`config.mk`:
```
export PLATFORM = sky130hd
export DESIGN_NAME = cesf_top
export DESIGN_NICKNAME = d
export VERILOG_FILES = /design/src/rtl/cesf_pkg.sv /design/src/rtl/cesf_top.sv
export SDC_FILE = /design/constraint.sdc
export NUM_CORES = 1
export LEC_CHECK = 0
export BUFFER_PORTS_ARGS = -buffer_cell sky130_fd_sc_hd__clkbuf_2
export CORE_MARGIN = 8
export CORE_UTILIZATION = 45
export CTS_CLUSTER_SIZE = 24
export DETAILED_ROUTE_END_ITERATION = 16
export HOLD_SLACK_MARGIN = 0.06
export PLACE_DENSITY_LB_ADDON = 0.12
export SYNTH_ARGS = -nofsm -noshare
export SYNTH_HDL_FRONTEND = slang
export SYNTH_SLANG_ARGS = --single-unit
```
`constraint.sdc`:
```
create_clock -name pclk -period 6.6 [get_ports pclk]
set_clock_uncertainty 0.15 [all_clocks]
set_input_delay 0.33 -clock pclk [delete_from_list [all_inputs] [get_ports pclk]]
set_output_delay 0.33 -clock pclk [all_outputs]
set_load 0.01 [all_outputs]
```
`src/rtl/cesf_pkg.sv`:
```
// constants for the can error status flag block
package cesf_pkg;

    // register indices; byte address is four times the index
    localparam logic [9:0] CESF_IDX_TX_COUNT   = 10'h01c;
    localparam logic [9:0] CESF_IDX_RX_COUNT   = 10'h01d;
    localparam logic [9:0] CESF_IDX_FLAGS      = 10'h02d;
    localparam logic [9:0] CESF_IDX_IRQ_STATUS = 10'h030;
    localparam logic [9:0] CESF_IDX_IRQ_MASK   = 10'h031;

    // apb widths
    localparam int CESF_ADDR_W = 12;
    localparam int CESF_DATA_W = 32;

    // error flag register fields
    localparam int CESF_F_BUF1_OVF  = 7;
    localparam int CESF_F_BUF0_OVF  = 6;
    localparam int CESF_F_BUS_OFF   = 5;
    localparam int CESF_F_TX_PASS   = 4;
    localparam int CESF_F_RX_PASS   = 3;
    localparam int CESF_F_TX_WARN   = 2;
    localparam int CESF_F_RX_WARN   = 1;
    localparam int CESF_F_COMB_WARN = 0;

    // interrupt status and mask fields
    localparam int CESF_I_RX_WARN  = 0;
    localparam int CESF_I_TX_WARN  = 1;
    localparam int CESF_I_RX_PASS  = 2;
    localparam int CESF_I_TX_PASS  = 3;
    localparam int CESF_I_BUS_OFF  = 4;
    localparam int CESF_I_BUF0_OVF = 5;
    localparam int CESF_I_BUF1_OVF = 6;
    localparam int CESF_IRQ_W      = 7;

    // counter thresholds
    localparam logic [7:0] CESF_WARN_LIMIT    = 8'h60;
    localparam logic [7:0] CESF_PASSIVE_LIMIT = 8'h80;
    localparam logic [7:0] CESF_BUS_OFF_LIMIT = 8'hff;

    // reset values
    localparam logic [7:0] CESF_COUNT_RESET = 8'h00;
    localparam logic [7:0] CESF_FLAGS_RESET = 8'h00;
    localparam logic [6:0] CESF_IRQ_RESET   = 7'h00;
    localparam logic [6:0] CESF_MASK_RESET  = 7'h00;

endpackage : cesf_pkg

```
`src/rtl/cesf_top.sv`:
```
// can error counters, error flag register, apb slave and error interrupt
//
// The APB register port was chosen for this implementation.
`timescale 1ns/10ps
`default_nettype none

// Notes on behaviour
// - transmit count register, read-only, resets zero
// - receive count register, read-only, resets zero
// - flag register: overflow bits writable, others read-only
// - overflow flags sticky until host clears
// - bus-off sets when transmit count reaches 255
// - bus-off clears only after recovery completes
// - transmit passive while count above 127
// - receive passive while count at least 128
// - transmit warning while count at least 96
// - receive warning while count at least 96
// - combined warning when either count reaches 96
module cesf_top (
    input  wire logic                           pclk,
    input  wire logic                           presetn,
    input  wire logic                           psel,
    input  wire logic                           penable,
    input  wire logic                           pwrite,
    input  wire logic [cesf_pkg::CESF_ADDR_W-1:0] paddr,
    input  wire logic [cesf_pkg::CESF_DATA_W-1:0] pwdata,
    input  wire logic [3:0]                     pstrb,
    output logic      [cesf_pkg::CESF_DATA_W-1:0] prdata,
    output logic                                pready,
    output logic                                pslverr,
    input  wire logic                           tx_count_load,
    input  wire logic [7:0]                     tx_count_value,
    input  wire logic                           rx_count_load,
    input  wire logic [7:0]                     rx_count_value,
    input  wire logic                           bus_recovery_done,
    input  wire logic                           buffer_zero_accept,
    input  wire logic                           buffer_one_accept,
    input  wire logic                           buffer_zero_full_flag,
    input  wire logic                           buffer_one_full_flag,
    output logic                                bus_off,
    output logic                                error_passive,
    output logic                                irq
);
    import cesf_pkg::*;

    // register state
    logic [7:0]          tx_error_count_q;
    logic [7:0]          tx_error_count_d;
    logic [7:0]          rx_error_count_q;
    logic [7:0]          rx_error_count_d;
    logic                buf1_ovf_q;
    logic                buf0_ovf_q;
    logic                bus_off_flag_q;
    logic                bus_off_flag_d;
    logic                tx_pass_q;
    logic                rx_pass_q;
    logic                tx_warn_q;
    logic                rx_warn_q;
    logic                comb_warn_q;
    logic [6:0]          irq_status_q;
    logic [6:0]          irq_status_d;
    logic [6:0]          irq_mask_q;
    logic [6:0]          irq_mask_d;
    logic [6:0]          irq_events;

    // bus decode
    logic                setup_phase;
    logic                wr_access;
    logic                lane0_wr;
    logic [9:0]          word_idx;
    logic                aligned;
    logic                hit_tx;
    logic                hit_rx;
    logic                hit_flags;
    logic                hit_stat;
    logic                hit_mask;
    logic                mapped;
    logic [7:0]          flags_now;
    logic [7:0]          rd_byte;

    // next flag levels, taken from next counter values
    logic                tx_pass_d;
    logic                rx_pass_d;
    logic                tx_warn_d;
    logic                rx_warn_d;
    logic                comb_warn_d;
    logic                buf0_ovf_set;
    logic                buf1_ovf_set;

    // apb decode; write lands only in the access cycle that has pready high
    assign setup_phase = psel & ~penable;
    assign wr_access   = psel & penable & pready & pwrite;
    assign lane0_wr    = wr_access & pstrb[0];
    assign word_idx    = paddr[CESF_ADDR_W-1:2];
    assign aligned     = (paddr[1:0] == 2'h0);
    assign hit_tx      = aligned & (word_idx == CESF_IDX_TX_COUNT);
    assign hit_rx      = aligned & (word_idx == CESF_IDX_RX_COUNT);
    assign hit_flags   = aligned & (word_idx == CESF_IDX_FLAGS);
    assign hit_stat    = aligned & (word_idx == CESF_IDX_IRQ_STATUS);
    assign hit_mask    = aligned & (word_idx == CESF_IDX_IRQ_MASK);
    assign mapped      = hit_tx | hit_rx | hit_flags | hit_stat | hit_mask;

    // counters follow the protocol engine; the bus cannot alter them
    assign tx_error_count_d = tx_count_load ? tx_count_value
                                            : tx_error_count_q;
    assign rx_error_count_d = rx_count_load ? rx_count_value
                                            : rx_error_count_q;

    // threshold compares on the next counts keep flags and counts in step
    assign tx_pass_d   = (tx_error_count_d >= CESF_PASSIVE_LIMIT);
    assign rx_pass_d   = (rx_error_count_d >= CESF_PASSIVE_LIMIT);
    assign tx_warn_d   = (tx_error_count_d >= CESF_WARN_LIMIT);
    assign rx_warn_d   = (rx_error_count_d >= CESF_WARN_LIMIT);
    assign comb_warn_d = tx_warn_d | rx_warn_d;

    // overflow: a frame accepted while its buffer is still full
    assign buf0_ovf_set = buffer_zero_accept & buffer_zero_full_flag;
    assign buf1_ovf_set = buffer_one_accept & buffer_one_full_flag;

    // bus-off: recovery clears it, yet reaching the limit again wins
    always_comb begin
        bus_off_flag_d = bus_off_flag_q;
        if (bus_recovery_done) begin
            bus_off_flag_d = 1'b0;
        end
        if (tx_error_count_d == CESF_BUS_OFF_LIMIT) begin
            bus_off_flag_d = 1'b1;
        end
    end

    // events that raise the error interrupt: rising levels and overflows
    assign irq_events[CESF_I_RX_WARN]  = rx_warn_d & ~rx_warn_q;
    assign irq_events[CESF_I_TX_WARN]  = tx_warn_d & ~tx_warn_q;
    assign irq_events[CESF_I_RX_PASS]  = rx_pass_d & ~rx_pass_q;
    assign irq_events[CESF_I_TX_PASS]  = tx_pass_d & ~tx_pass_q;
    assign irq_events[CESF_I_BUS_OFF]  = bus_off_flag_d & ~bus_off_flag_q;
    assign irq_events[CESF_I_BUF0_OVF] = buf0_ovf_set;
    assign irq_events[CESF_I_BUF1_OVF] = buf1_ovf_set;

    // status is write-one-to-clear; a new event beats the clear
    always_comb begin
        irq_status_d = irq_status_q;
        if (lane0_wr && hit_stat) begin
            irq_status_d = irq_status_q & ~pwdata[6:0];
        end
        irq_status_d = irq_status_d | irq_events;
    end

    // mask is a plain read/write register
    assign irq_mask_d = (lane0_wr && hit_mask) ? pwdata[6:0] : irq_mask_q;

    // packed view of the error flag register
    always_comb begin
        flags_now                   = CESF_FLAGS_RESET;
        flags_now[CESF_F_BUF1_OVF]  = buf1_ovf_q;
        flags_now[CESF_F_BUF0_OVF]  = buf0_ovf_q;
        flags_now[CESF_F_BUS_OFF]   = bus_off_flag_q;
        flags_now[CESF_F_TX_PASS]   = tx_pass_q;
        flags_now[CESF_F_RX_PASS]   = rx_pass_q;
        flags_now[CESF_F_TX_WARN]   = tx_warn_q;
        flags_now[CESF_F_RX_WARN]   = rx_warn_q;
        flags_now[CESF_F_COMB_WARN] = comb_warn_q;
    end

    // read multiplexer; unmapped addresses read zero
    always_comb begin
        rd_byte = 8'h00;
        if (hit_tx) begin
            rd_byte = tx_error_count_q;
        end else if (hit_rx) begin
            rd_byte = rx_error_count_q;
        end else if (hit_flags) begin
            rd_byte = flags_now;
        end else if (hit_stat) begin
            rd_byte = {1'b0, irq_status_q};
        end else if (hit_mask) begin
            rd_byte = {1'b0, irq_mask_q};
        end
    end

    // no wait state: data is captured in setup, pready high in first access cycle
    always_ff @(posedge pclk or negedge presetn) begin
        if (!presetn) begin
            pready <= 1'b0;
        end else begin
            pready <= setup_phase;
        end
    end

    // read data registered in the setup cycle
    always_ff @(posedge pclk or negedge presetn) begin
        if (!presetn) begin
            prdata <= '0;
        end else if (setup_phase) begin
            prdata <= pwrite ? '0 : {24'h000000, rd_byte};
        end
    end

    // error answer for addresses outside the map
    always_ff @(posedge pclk or negedge presetn) begin
        if (!presetn) begin
            pslverr <= 1'b0;
        end else if (setup_phase) begin
            pslverr <= ~mapped;
        end else if (pready) begin
            pslverr <= 1'b0;
        end
    end

    // transmit error counter
    always_ff @(posedge pclk or negedge presetn) begin
        if (!presetn) begin
            tx_error_count_q <= CESF_COUNT_RESET;
        end else begin
            tx_error_count_q <= tx_error_count_d;
        end
    end

    // receive error counter
    always_ff @(posedge pclk or negedge presetn) begin
        if (!presetn) begin
            rx_error_count_q <= CESF_COUNT_RESET;
        end else begin
            rx_error_count_q <= rx_error_count_d;
        end
    end

    // transmit passive flag; read-only, the bus never writes it
    always_ff @(posedge pclk or negedge presetn) begin
        if (!presetn) begin
            tx_pass_q <= 1'b0;
        end else begin
            tx_pass_q <= tx_pass_d;
        end
    end

    // receive passive flag
    always_ff @(posedge pclk or negedge presetn) begin
        if (!presetn) begin
            rx_pass_q <= 1'b0;
        end else begin
            rx_pass_q <= rx_pass_d;
        end
    end

    // transmit warning flag
    always_ff @(posedge pclk or negedge presetn) begin
        if (!presetn) begin
            tx_warn_q <= 1'b0;
        end else begin
            tx_warn_q <= tx_warn_d;
        end
    end

    // receive warning flag
    always_ff @(posedge pclk or negedge presetn) begin
        if (!presetn) begin
            rx_warn_q <= 1'b0;
        end else begin
            rx_warn_q <= rx_warn_d;
        end
    end

    // combined warning; taken from next levels so it never lags them
    always_ff @(posedge pclk or negedge presetn) begin
        if (!presetn) begin
            comb_warn_q <= 1'b0;
        end else begin
            comb_warn_q <= comb_warn_d;
        end
    end

    // bus-off flag as read in the flag register
    always_ff @(posedge pclk or negedge presetn) begin
        if (!presetn) begin
            bus_off_flag_q <= 1'b0;
        end else begin
            bus_off_flag_q <= bus_off_flag_d;
        end
    end

    // bus-off level for the engine; own copy keeps the pin a flop output
    always_ff @(posedge pclk or negedge presetn) begin
        if (!presetn) begin
            bus_off <= 1'b0;
        end else begin
            bus_off <= bus_off_flag_d;
        end
    end

    // error-passive level for the protocol engine: either count passive
    always_ff @(posedge pclk or negedge presetn) begin
        if (!presetn) begin
            error_passive <= 1'b0;
        end else begin
            error_passive <= tx_pass_d | rx_pass_d;
        end
    end

    // buffer zero overflow: host writes it, a new overflow wins
    always_ff @(posedge pclk or negedge presetn) begin
        if (!presetn) begin
            buf0_ovf_q <= 1'b0;
        end else if (buf0_ovf_set) begin
            buf0_ovf_q <= 1'b1;
        end else if (lane0_wr && hit_flags) begin
            buf0_ovf_q <= pwdata[CESF_F_BUF0_OVF];
        end
    end

    // buffer one overflow: same handling as buffer zero
    always_ff @(posedge pclk or negedge presetn) begin
        if (!presetn) begin
            buf1_ovf_q <= 1'b0;
        end else if (buf1_ovf_set) begin
            buf1_ovf_q <= 1'b1;
        end else if (lane0_wr && hit_flags) begin
            buf1_ovf_q <= pwdata[CESF_F_BUF1_OVF];
        end
    end

    // interrupt status
    always_ff @(posedge pclk or negedge presetn) begin
        if (!presetn) begin
            irq_status_q <= CESF_IRQ_RESET;
        end else begin
            irq_status_q <= irq_status_d;
        end
    end

    // interrupt mask
    always_ff @(posedge pclk or negedge presetn) begin
        if (!presetn) begin
            irq_mask_q <= CESF_MASK_RESET;
        end else begin
            irq_mask_q <= irq_mask_d;
        end
    end

    // interrupt line from next values so it tracks status without lag
    always_ff @(posedge pclk or negedge presetn) begin
        if (!presetn) begin
            irq <= 1'b0;
        end else begin
            irq <= |(irq_status_d & irq_mask_d);
        end
    end

endmodule // cesf_top

`default_nettype wire

```
# ---- Word level (Yosys, flattened, before mapping)
# Cells that the tools add are included.
dict set report totals {
  register_bits 74
  inputBits 76
  out_inout_bits 37
  wordCells 87
}
dict set report classes {
  n_lt_le_gt_ge 4
  eq_ne 6
  muxes 18
  bitwise 34
  n_reduce_logical 8
}
# operator count
set op_table {}
lappend op_table {{$mux W8} 7}
lappend op_table {{$eq A10 B6 Y1 const B} 3}
lappend op_table {{$mux W7} 3}
lappend op_table {{$eq A10 B5 Y1 const B} 2}
lappend op_table {{$and A1 B1 Y1} 17}
lappend op_table {{$ge A8 B7 Y1 const B} 2}
lappend op_table {{$ge A8 B8 Y1 const B} 2}
lappend op_table {{$and A7 B7 Y7} 2}
lappend op_table {{$eq A8 B8 Y1 const B} 1}
lappend op_table {{$mux W1} 8}
lappend op_table {{$not A1 Y1} 7}
lappend op_table {{$not A7 Y7} 1}
lappend op_table {{$or A7 B7 Y7} 1}
lappend op_table {{$reduce_or A7 Y1} 1}
lappend op_table {{$or A1 B1 Y1} 6}
lappend op_table {{$reduce_bool A2 Y1} 3}
lappend op_table {{$logic_and A1 B1 Y1} 3}
lappend op_table {{$logic_not A2 Y1} 1}

# ---- Logic depth before layout (Yosys ltp)
# Gate-level depths: netlist (run 1).
dict set report logic_depth {
  depth_word 9
  ltp_mapped 8
  mapped_depth_nobuf 7
}

# ---- Worst setup path after synthesis (run 1)
# No wires, ideal clock.
dict set report synth_timing {
  path_type {input to register}
  start {input paddr[1] (netlist name)}
  end {register irq}
  setup_ps 139
  arrival_time_ps 2277
  required_time_ps 6311
  path_slack_ps 4035
  cell_stages 8
  path_buffers 2
  path_cell_list {nor4_2 and4_4 buf_6 and2_4 buf_6 mux2_4 a22o_1 or4b_1}
}
dict set report synth_via {
  elab_cells_between_ends 10
  cone_classes {2 x mux; 4 x bitwise; 4 x reduce/logical}
}
# item line_no
set synth_rtl {}
lappend synth_rtl {{start, declared} cesf_top.sv:25} ;# input wire logic [cesf_pkg::CESF_ADDR_W-1:0] paddr,
lappend synth_rtl {{$logic_not A2 Y1} cesf_top.sv:95} ;# assign aligned = (paddr[1:0] == 2'h0);
lappend synth_rtl {{$and A1 B1 Y1} cesf_top.sv:100} ;# assign hit_mask = aligned & (word_idx == CESF_IDX_IRQ_MASK);
lappend synth_rtl {{$logic_and A1 B1 Y1} cesf_top.sv:150} ;# assign irq_mask_d = (lane0_wr && hit_mask) ? pwdata[6:0] : irq_mask_q;
lappend synth_rtl {{$mux W7} cesf_top.sv:150}
lappend synth_rtl {{via irq_mask_d[3]} cesf_top.sv:63} ;# logic [6:0] irq_mask_d;
lappend synth_rtl {{$and A7 B7 Y7} cesf_top.sv:345} ;# irq <= |(irq_status_d & irq_mask_d);
lappend synth_rtl {{$reduce_or A7 Y1} cesf_top.sv:345}
lappend synth_rtl {{end signal, assigned} cesf_top.sv:345}
lappend synth_rtl {{end, declared} cesf_top.sv:42} ;# output logic irq
# The timed path passes the listed nets, and every way through them passes these cells.
# A chain may end at the register's enable or synchronous reset.

# ---- Final worst setup path (run 1)
dict set report layout_timing {
  start {register pready}
  end {register irq}
}
dict set report layout_via {
  elab_cells_between_ends 10
  cone_classes {2 x mux; 5 x bitwise; 3 x reduce/logical}
}
# item line_no
set layout_rtl {}
lappend layout_rtl {{start, declared} cesf_top.sv:29} ;# output logic pready,
lappend layout_rtl {{start signal, assigned} cesf_top.sv:186} ;# pready <= setup_phase;
lappend layout_rtl {{$and A1 B1 Y1 (2 in a row)} cesf_top.sv:92} ;# assign wr_access = psel & penable & pready & pwrite;
lappend layout_rtl {{$and A1 B1 Y1} cesf_top.sv:93} ;# assign lane0_wr = wr_access & pstrb[0];
lappend layout_rtl {{$logic_and A1 B1 Y1} cesf_top.sv:150}
lappend layout_rtl {{$mux W7} cesf_top.sv:150}
lappend layout_rtl {{via irq_mask_d[3]} cesf_top.sv:63}
lappend layout_rtl {{$and A7 B7 Y7} cesf_top.sv:345}
lappend layout_rtl {{$reduce_or A7 Y1} cesf_top.sv:345}
# The timed path passes the listed nets, and every way through them passes these cells.

==> results of run 1 <==
kinds of logic after synthesis:
logic type / Yosys count / share of synthesized area
multiplexers: 23 / 0.104
buffers and inverters: 50 / 0.117
other: 1 / 0.00147
AND/OR/NAND/NOR: 64 / 0.144
AO/OA/AOI/OAI: 49 / 0.143
flip-flops: 50 / 0.490
layer usage:
| layer | part of all wire | wire (um) | vias up |
|---|---|---|---|
| li1 | - | - | 932 |
| met1 | 0.46 | 2800 | 936 |
| met2 | 0.46 | 2770 | 59 |
| met3 | 0.074 | 446 | 5 |
| met4 | 0.0073 | 44 | 0 |
| met5 | 0 | 0 | - |
cells in the mapped netlist, drive strengths merged (2+ instances only):
master and n:
a32o 7, o31ai 2, a21oi 3, mux2 19
buf 30, nor2b 7, a2bb2oi 2, and4 2
nand2 13, o2bb2ai 3, or4b 2, inv 15
mux2i 4, and2 2, clkbuf 5, o21ai 10
or3 8, nand3 13, nor2 5, dfrtp 50
nor3 3, nand4 2, a22o 3, o22ai 8
a221oi 7, nand3b 3
worst min-delay path: stages:
cell and delay [ps]:
clkbuf_2 90, nand2_1 40, nand2_1 40
layout by cell type (no fill, tap or decap), types with 3 or more instances in the layout:
cell,count
inv_1,15
o2bb2ai_1,3
a221oi_1,7
nor2b_1,7
nand2_1,13
or3_1,8
nor3_1,3
mux2_2,16
mux2_4,3
a32o_1,7
clkbuf_8,5
dfrtp_1,50
a22o_1,3
nand3_1,13
nor2_1,5
nand3b_1,3
o21ai_0,10
conb_1,24
a21oi_1,3
mux2i_1,4
o22ai_1,8
clkbuf_2,61
area by class of cell:
class	count	area, sq um	share of cell area
clock inverters	3	43.8	0.0149
repair buffers	64	333	0.114
inverters	15	56.3	0.0192
well taps	72	90.1	0.0307
clock buffers	5	68.8	0.0235
flip-flops and latches	50	1250	0.427
multi-input cells	160	1090	0.371
state kept, by name, summed over array words and instances (netlist names):
signal and count:
tx_error_count_q 8, irq_status_q 7, pslverr 1, tx_pass_q 1, comb_warn_q 1, prdata 8
tx_warn_q 1, buf0_ovf_q 1, bus_off 1, rx_pass_q 1, rx_warn_q 1, irq 1
rx_error_count_q 8, irq_mask_q 7, buf1_ovf_q 1, error_passive 1, pready 1
power by group:
part           internal [uW]  switching [uW]  leakage, uW  total [uW]
sequential               322            10.5     0.000600         332
clock                    114             104    0.0000585         218
combinational           28.2            37.7     0.000746        65.9
stage by stage:
stage	setup slack (ps)	hold slack (ps)	area [sq um]	power [uW]	instances
floorplan	4030	-116	2640	380	260
global placement	3740	329	2800	404	359
detailed placement	3780	328	2800	404	359
CTS	3850	80.3	2930	623	369
global route	3740	96.4	2930	646	369
finish	3820	83.6	2930	616	369
worst paths after layout:
kind,start,slack (ps),end
max in group asynchronous,presetn,5350,prdata[7]$_DFFE_PN0P_
worst min register to register,tx_pass_q$_DFF_PN0_,340,irq_status_q[3]$_DFF_PN0_
worst max register to register,pready$_DFF_PN0_,3820,irq$_DFF_PN0_
worst max-delay path,pready$_DFF_PN0_,3820,irq$_DFF_PN0_
worst min-delay path,buffer_zero_full_flag,80,buf0_ovf_q$_DFFE_PN0P_
min in group asynchronous,presetn,510,rx_warn_q$_DFF_PN0_
timing repair:
action                                 in CTS  in global routing
buffers inserted                            0                  0
hold buffers                                2                  0
endpoints found under the hold margin      51                  0
==> reports/results.ini, run 1 <==
[grt]
grt_usage = 0.145
grt_pass1_wl_um = 9980
grt_max_degree = 51
met1_usage = 0.188
grtUsageMet2 = 0.229
overflow = 0
busiest_layer = met2
met3_usage = 0.0502
antenna_found_initial = 0
first_global_vias = 2011

[drt]
routedWlPerCell_um = 16.4
wl_um = 6070
firstDrtPassIters = 4
antenna_left = 0
drc = 0
first_iter_violations = 82
via_count = 1932
via_per_inst = 5.24

[setup_path]
crit_slowest_cell = nor2_1
cp-end-kind = flop
reg2reg_depth = 6
crit_type = reg2reg
crit_buf_inv = 0
critical_path.cell_chain = nand4_1 > nor2_1 > and2_4 > mux2_4 > a22o_1 > or4b_1
arrival_ps = 2810
required_ps = 6630
worstPathMaxFanout = 10
cp_top_family = simple AND/OR/NAND/NOR gates
crit_cells = 6
max_stage_delay_ps = 620
critPathLaunchType = flop

[cells_and_area]
n_fill_cell = 554
final_nets = 372
utilization = 0.532
drive_gt1_frac = 0.313
syn2layout_area_growth_pct = 14.9
antenna_cells = 0

[floorplanning]
core_sq_um = 5510
rows = 27
die_h_um = 91.3
initial_utilization = 0.463
fp.dieArea_sq_um = 8330
die_x_um = 91.3
pin_count = 113

[place]
gp_congestion = 0.814
port_buffers = 61
hpwl_um = 4690

[timing]
setup_viol = 0
fmax_mhz = 359
fin_setup_tns_ps = 0
slew_headroom = 0.468
rsz0062_at_grt = false
maxSlewViolCount = 0
period_share = 0.422
tightest_slew_ps = 795
hold_viol = 0
period_needed_ps = 2780

[clock_network]
cts_resized = 0
clockRootBuffer = clkbuf_8
clkTransAtPathRegs_ps = 90
clkLatencyLatePin_ps = 310
cts_tree = built
cts_buffers = 5
htree_levels = 2
cts.sinks = 50
cts_buffer_depth = 2

[pwr]
powerDensity_nw_per_um2 = 210
ir_drop_mv = 0.135
leakagePower_uw = 0.00141

[yosys]
avgSynthCellArea_sq_um = 10.8
synthCells = 237
synth_top_cell_by_area = dfrtp_1
async_reset_ff_frac = 1.00
ys_warn_count = 0
synth-edff-count = 0
ys.flop_type = dfrtp_1
ys_ff_latch = 50
synth.distinct_cells = 40
netlist_top_cells_area = dfrtp_1 49%, buf_4 7.4%, mux2_2 7.1%
synth_top_area_share = 0.490
synth_seq_area_share = 0.490
netlist_area_sq_um = 2550

[worst_hold_path]
hold_path_depth = 3
hp-class = in2reg

[job]
drv_cap = 0

[status]
status = completed

Note: power is estimated with default switching activity, not from simulation.
==> inputs of run 2 (changes only) <==
--- a/config.mk
+++ b/config.mk
@@ -7,7 +7,7 @@
 export LEC_CHECK = 0
 export BUFFER_PORTS_ARGS = -buffer_cell sky130_fd_sc_hd__clkbuf_2
 export CORE_MARGIN = 8
-export CORE_UTILIZATION = 45
+export CORE_UTILIZATION = 43
 export CTS_CLUSTER_SIZE = 24
 export DETAILED_ROUTE_END_ITERATION = 16
 export HOLD_SLACK_MARGIN = 0.06
==> constraint.sdc (replaced) <==
create_clock -name pclk -period 2.3 [get_ports pclk]
set_clock_uncertainty 0.15 [all_clocks]
set_input_delay 0.115 -clock pclk [delete_from_list [all_inputs] [get_ports pclk]]
set_output_delay 0.115 -clock pclk [all_outputs]
set_load 0.01 [all_outputs]
==> reports/results.ini, run 2 (synthesis results as in run 1) <==
[drt]
first_iter_violations = 113  ; +38%
antenna_left = 0  ; unchanged
via_per_inst = 5.06  ; -3.3%
drc = 0  ; unchanged
routedWlPerCell_um = 15.6  ; -5.0%
firstDrtPassIters = 4  ; unchanged
wl_um = 6650  ; +9.6%
via_count = 2157  ; +12%

[timing]
fin_ws_ps = 112  ; -3710 ps
fin_setup_tns_ps = 0  ; unchanged
tightest_slew_ps = 908  ; +113 ps
whs_ps = 69.3  ; -14.3 ps
period_share = 0.951
fmax_mhz = 457
setup_viol = 0  ; unchanged
period_needed_ps = 2190
hold_viol = 0  ; unchanged
slew_headroom = 0.394  ; -0.0737
maxSlewViolCount = 0  ; unchanged
rsz0062_at_grt = false

[setup_path]
required_ps = 2310  ; -4320 ps
crit_slowest_cell = dlygate4sd3_1
crit_type = in2reg
max_stage_delay_ps = 520  ; -100 ps
critPathLaunchType = input port
critical_path.cell_chain = dlygate4sd3_1 > clkbuf_2 > inv_1 > nor2_4 > and2_4 > mux2_4 > a22o_1 > or4b_1
arrival_ps = 2200  ; -610 ps
cp-end-kind = flop
worstPathMaxFanout = 5  ; -5

[cells_and_area]
antenna_cells = 0  ; unchanged
utilization = 0.588  ; +0.0558
final_cell_mix = 61 x clkbuf_2, 50 x dfrtp_1, 36 x dlygate4sd3_1
drive_gt1_frac = 0.322  ; +0.00881
final_nets = 426  ; +15%
reg.largest.list = prdata: 8 flops, rx_error_count_q: 8 flops, tx_error_count_q: 8 flops
final_common_cell = clkbuf_2
final_area_sq_um = 3420  ; +17%
syn2layout_area_growth_pct = 34.0

[floorplanning]
core_sq_um = 5820  ; +5.6%
die_h_um = 93.0  ; +1.9%
initial_utilization = 0.439  ; -0.0246
die_x_um = 93.0  ; +1.9%
pin_count = 113  ; unchanged
rows = 28  ; +3.7%
fp.dieArea_sq_um = 8650  ; +3.8%

[clock_network]
clkLatencyLatePin_ps = 290  ; -20 ps
clkTransAtPathRegs_ps = 90  ; about the same
cts_resized = 0  ; unchanged
clockRootBuffer = clkbuf_8
cts_buffer_depth = 2  ; unchanged
cts_buffers = 5  ; unchanged
post_cts_buffers = 0  ; unchanged
cts.sinks = 50  ; unchanged
cts_tree = built
htree_levels = 2  ; unchanged

[pwr]
powerDensity_nw_per_um2 = 504  ; +140%
ir_drop_mv = 0.437  ; +220%
leakagePower_uw = 0.00163  ; +16%

[place]
port_buffers = 61  ; unchanged
pre_cts_slack_ps = -75.7  ; -3850 ps
placed_cell_area_sq_um = 2970  ; +6.1%
hpwl_um = 5060  ; +7.9%
gp_congestion = 0.838  ; +3.0%

[grt]
antenna_found_initial = 0  ; unchanged
grt_pass1_wl_um = 11000  ; +11%
grt_usage = 0.159  ; +0.0139
grt_max_degree = 37  ; -27%
overflow = 0  ; unchanged
first_global_vias = 2303  ; +15%

[status]
status = completed

[worst_hold_path]
hp-class = in2reg

[job]
drv_cap = 0  ; unchanged

## run 2: path summary, 6_finish.rpt
check	depth (start not counted)	start	end	slack [ps]
min	2	tx_count_load	tx_error_count_q[4]$_DFF_PN0_	70
max	8	pwrite	irq$_DFF_PN0_	110
max in group asynchronous	3	presetn	irq_status_q[5]$_DFF_PN0_	1000
min in group asynchronous	2	presetn	irq_status_q[2]$_DFF_PN0_	340
max reg2reg	6	pready$_DFF_PN0_	irq$_DFF_PN0_	130
min reg2reg	1	tx_pass_q$_DFF_PN0_	irq_status_q[3]$_DFF_PN0_	340
## run 2: what timing repair did
item | CTS | global route
hold buffers | 36 | 0
hold endpoints to repair | 70 | 0
setup endpoints to repair | 0 | 0
## run 2: layout make-up
cell class              count  area [sq um]
clock inverters             1          5.00
well taps                  75          93.8
flip-flops and latches     50          1250
clock buffers               7          86.3
multi-input cells         160          1100
fillers                   538          2400
inverters                  15          56.3
repair buffers            118           823
## run 2: through the flow
stage                     total power [uW]  std cells
after floorplan                       1090        260
after global placement                1180        382
after detailed placement              1180        382
after CTS                             1740        426
after global routing                  1820        426
final                                 1720        426
## run 2: power by group
group / switching (uW) / internal, uW
Clock: 271 / 243
Combinational: 122 / 133
Sequential: 29.3 / 924
Total: 422 / 1300
## run 2: routing by layer
metal,share of wire,up-vias,wire (um),GRT usage
li1,-,1038,-,-
met1,0.43,1048,2850,0.193
met2,0.49,67,3250,0.273
met3,0.077,4,509,0.0409
met4,0.0069,0,46,0.0416
met5,0,-,0,0
## run 2: critical path, delay by kind of cell
family,cells,cell delay (ps)
simple gates,3,820
buf+inv,3,710
compound gates,1,240
mux,1,310
==> inputs of run 3 (changes only) <==
--- a/config.mk
+++ b/config.mk
@@ -6,12 +6,13 @@
 export NUM_CORES = 1
 export LEC_CHECK = 0
 export BUFFER_PORTS_ARGS = -buffer_cell sky130_fd_sc_hd__clkbuf_2
-export CORE_MARGIN = 8
+export CORE_MARGIN = 4
 export CORE_UTILIZATION = 43
 export CTS_CLUSTER_SIZE = 24
 export DETAILED_ROUTE_END_ITERATION = 16
 export HOLD_SLACK_MARGIN = 0.06
 export PLACE_DENSITY_LB_ADDON = 0.12
+export RECOVER_POWER = 50
 export SYNTH_ARGS = -nofsm -noshare
 export SYNTH_HDL_FRONTEND = slang
 export SYNTH_SLANG_ARGS = --single-unit
==> reports/results.ini, run 3 (synthesis results as in run 1) <==
[setup_path]
r2r_setup_slack_ps = 160  ; +30 ps
crit_slowest_cell = dlygate4sd3_1
critical_path.cell_chain = dlygate4sd3_1 > clkbuf_2 > mux2i_1 > inv_1 > nor2_1 > a2bb2oi_1 > o22ai_1 > or4b_1
max_stage_delay_ps = 550  ; +30 ps
worstPathMaxFanout = 3  ; -2
cp-startpoint = tx_count_value[7]
r2r_start = pready$_DFF_PN0_
arrival_ps = 2170  ; -30 ps
critPathLaunchType = input port
crit_type = in2reg
cp-end-kind = flop
required_ps = 2330  ; +20 ps

[drt]
via_per_inst = 5.08  ; +0.38%
wirelength_met1_um = 2720  ; -4.3%
routedWlPerCell_um = 15.0  ; -4.2%
antenna_left = 0  ; unchanged
first_iter_violations = 151  ; +34%
via_count = 2150  ; -0.32%
highest-signal-layer = met4
wl_met3_um = 435  ; -15%
wl_um = 6330  ; -4.9%
drc = 0  ; unchanged
met2_length_um = 3100  ; -4.7%
firstDrtPassIters = 4  ; unchanged

[floorplanning]
core_sq_um = 5640  ; -3.0%
initial_utilization = 0.452  ; +0.0135
die_x_um = 85.0  ; -8.6%
die_h_um = 85.0  ; -8.6%
fp.dieArea_sq_um = 7230  ; -16%
pin_count = 113  ; unchanged
rows = 27  ; -3.6%

[clock_network]
cts_resized = 0  ; unchanged
clkLatencyLatePin_ps = 300  ; about the same
clkTransAtPathRegs_ps = 90  ; about the same
cts_buffer_depth = 2  ; unchanged
cts.sinks = 50  ; unchanged
clockRootBuffer = clkbuf_8
post_cts_buffers = 0  ; unchanged
cts-hold-fix-buffers = 38  ; +5.6%
cts_buffers = 5  ; unchanged
htree_levels = 2  ; unchanged
cts_tree = built

[status]
status = completed

[timing]
fin_setup_tns_ps = 0  ; unchanged
slew_headroom = 0.189  ; -0.205
rsz0062_at_grt = false
period_needed_ps = 2150  ; -42.8 ps
fmax_mhz = 466  ; +2.0%
fin_ws_ps = 154  ; +42.8 ps
period_share = 0.933  ; -0.0186
maxSlewViolCount = 0  ; unchanged
hold_viol = 0  ; unchanged
setup_viol = 0  ; unchanged
tightest_slew_ps = 1220  ; +308 ps

[job]
drv_cap = 0  ; unchanged

[place]
pre_cts_slack_ps = -41.6  ; +34.1 ps
placed_cells_incl_taps = 377  ; -1.3%
gp_congestion = 0.796  ; -5.0%
port_buffers = 61  ; unchanged
hpwl_um = 4640  ; -8.3%

[pwr]
leakagePower_uw = 0.00163  ; +0.13%
power_frac_clock = 0.322  ; +0.024
intPower_uw = 1330  ; +2.5%
p_seq_frac = 0.536  ; -0.017
combPwrFrac = 0.142  ; -0.006
swShare = 0.251  ; +0.00575
p_sw_uw = 446  ; +5.7%
powerDensity_nw_per_um2 = 518  ; +2.9%
ir_drop_mv = 0.416  ; -4.7%

[grt]
grt_pass1_wl_um = 10400  ; -6.2%
grt_usage = 0.181  ; +0.0221
antenna_found_initial = 0  ; unchanged
overflow = 0  ; unchanged
first_global_vias = 2127  ; -7.6%
grt_max_degree = 51  ; +38%

[cells_and_area]
final_nets = 426  ; unchanged
syn2layout_area_growth_pct = 34.5
final_cells = 423  ; -0.70%
drive_gt1_frac = 0.319  ; -0.00285
antenna_cells = 0  ; unchanged
final_cell_mix = 62 x clkbuf_2, 50 x dfrtp_1, 38 x dlygate4sd3_1
reg.largest.list = prdata: 8 flops, rx_error_count_q: 8 flops, tx_error_count_q: 8 flops
n_fill_cell = 499  ; -7.2%
multi_input_area_sq_um = 1100  ; unchanged
utilization = 0.608  ; +0.0203
final_common_cell = clkbuf_2
ff_latch_area_sq_um = 1250  ; unchanged

[worst_hold_path]
hp-start = rx_count_load
hp-class = in2reg

-- run 3: changes by cell type in the layout (fill, tap and decap cells not counted) --
cell	delta
clkbuf_2	+1
buf_4	-3
clkbuf_1	-1
clkinv_4	+1
clkbuf_8	+1
dlygate4sd3_1	+2
clkinv_2	-1
-- run 3: stage by stage --
stage               hold WS [ps]  total power [uW]  area, sq um
finish                      79.5              1780         3430
global route                97.6              1860         3430
CTS                         79.7              1800         3450
detailed placement         -20.3              1180         2960
global placement           -20.3              1180         2960
floorplan                   -331              1090         2650
-- run 3: layer usage --
layer,GRT usage,up-vias
met5,0,-
met4,0.0504,0
met3,0.0388,6
met2,0.298,68
met1,0.242,1040
li1,-,1036
-- run 3: critical path: cells and delay by family --
kind	cells	cell delay [ps]
buf+inv	3	750
simple gates	2	750
compound gates	2	360
mux	1	200
-- run 3: final timing paths --
kind / cells after the start / end
worst max register to register: 7 / irq$_DFF_PN0_
worst min-delay path: 4 / rx_pass_q$_DFF_PN0_
min in group asynchronous: 3 / irq_mask_q[0]$_DFF_PN0_
max in group asynchronous: 3 / prdata[7]$_DFFE_PN0P_
worst min register to register: 2 / prdata[7]$_DFFE_PN0P_
worst max-delay path: 8 / irq$_DFF_PN0_
-- run 3: cell type report --
class / instances / share of cell area
clock inverter: 1 / 0.00255
clock buffer: 7 / 0.0281
multi-input combinational: 160 / 0.322
tap: 72 / 0.0262
sequential: 50 / 0.365
inverter: 15 / 0.0164
timing repair buffer: 118 / 0.241
-- run 3: power by group through the flow --
stage	logic, uW	registers, uW	clock network, uW
2_1_floorplan	128	962	0
3_3_place_gp	205	971	0
3_5_place_dp	207	972	0
4_1_cts	259	954	586
5_1_grt	283	960	622
6_report	253	954	572
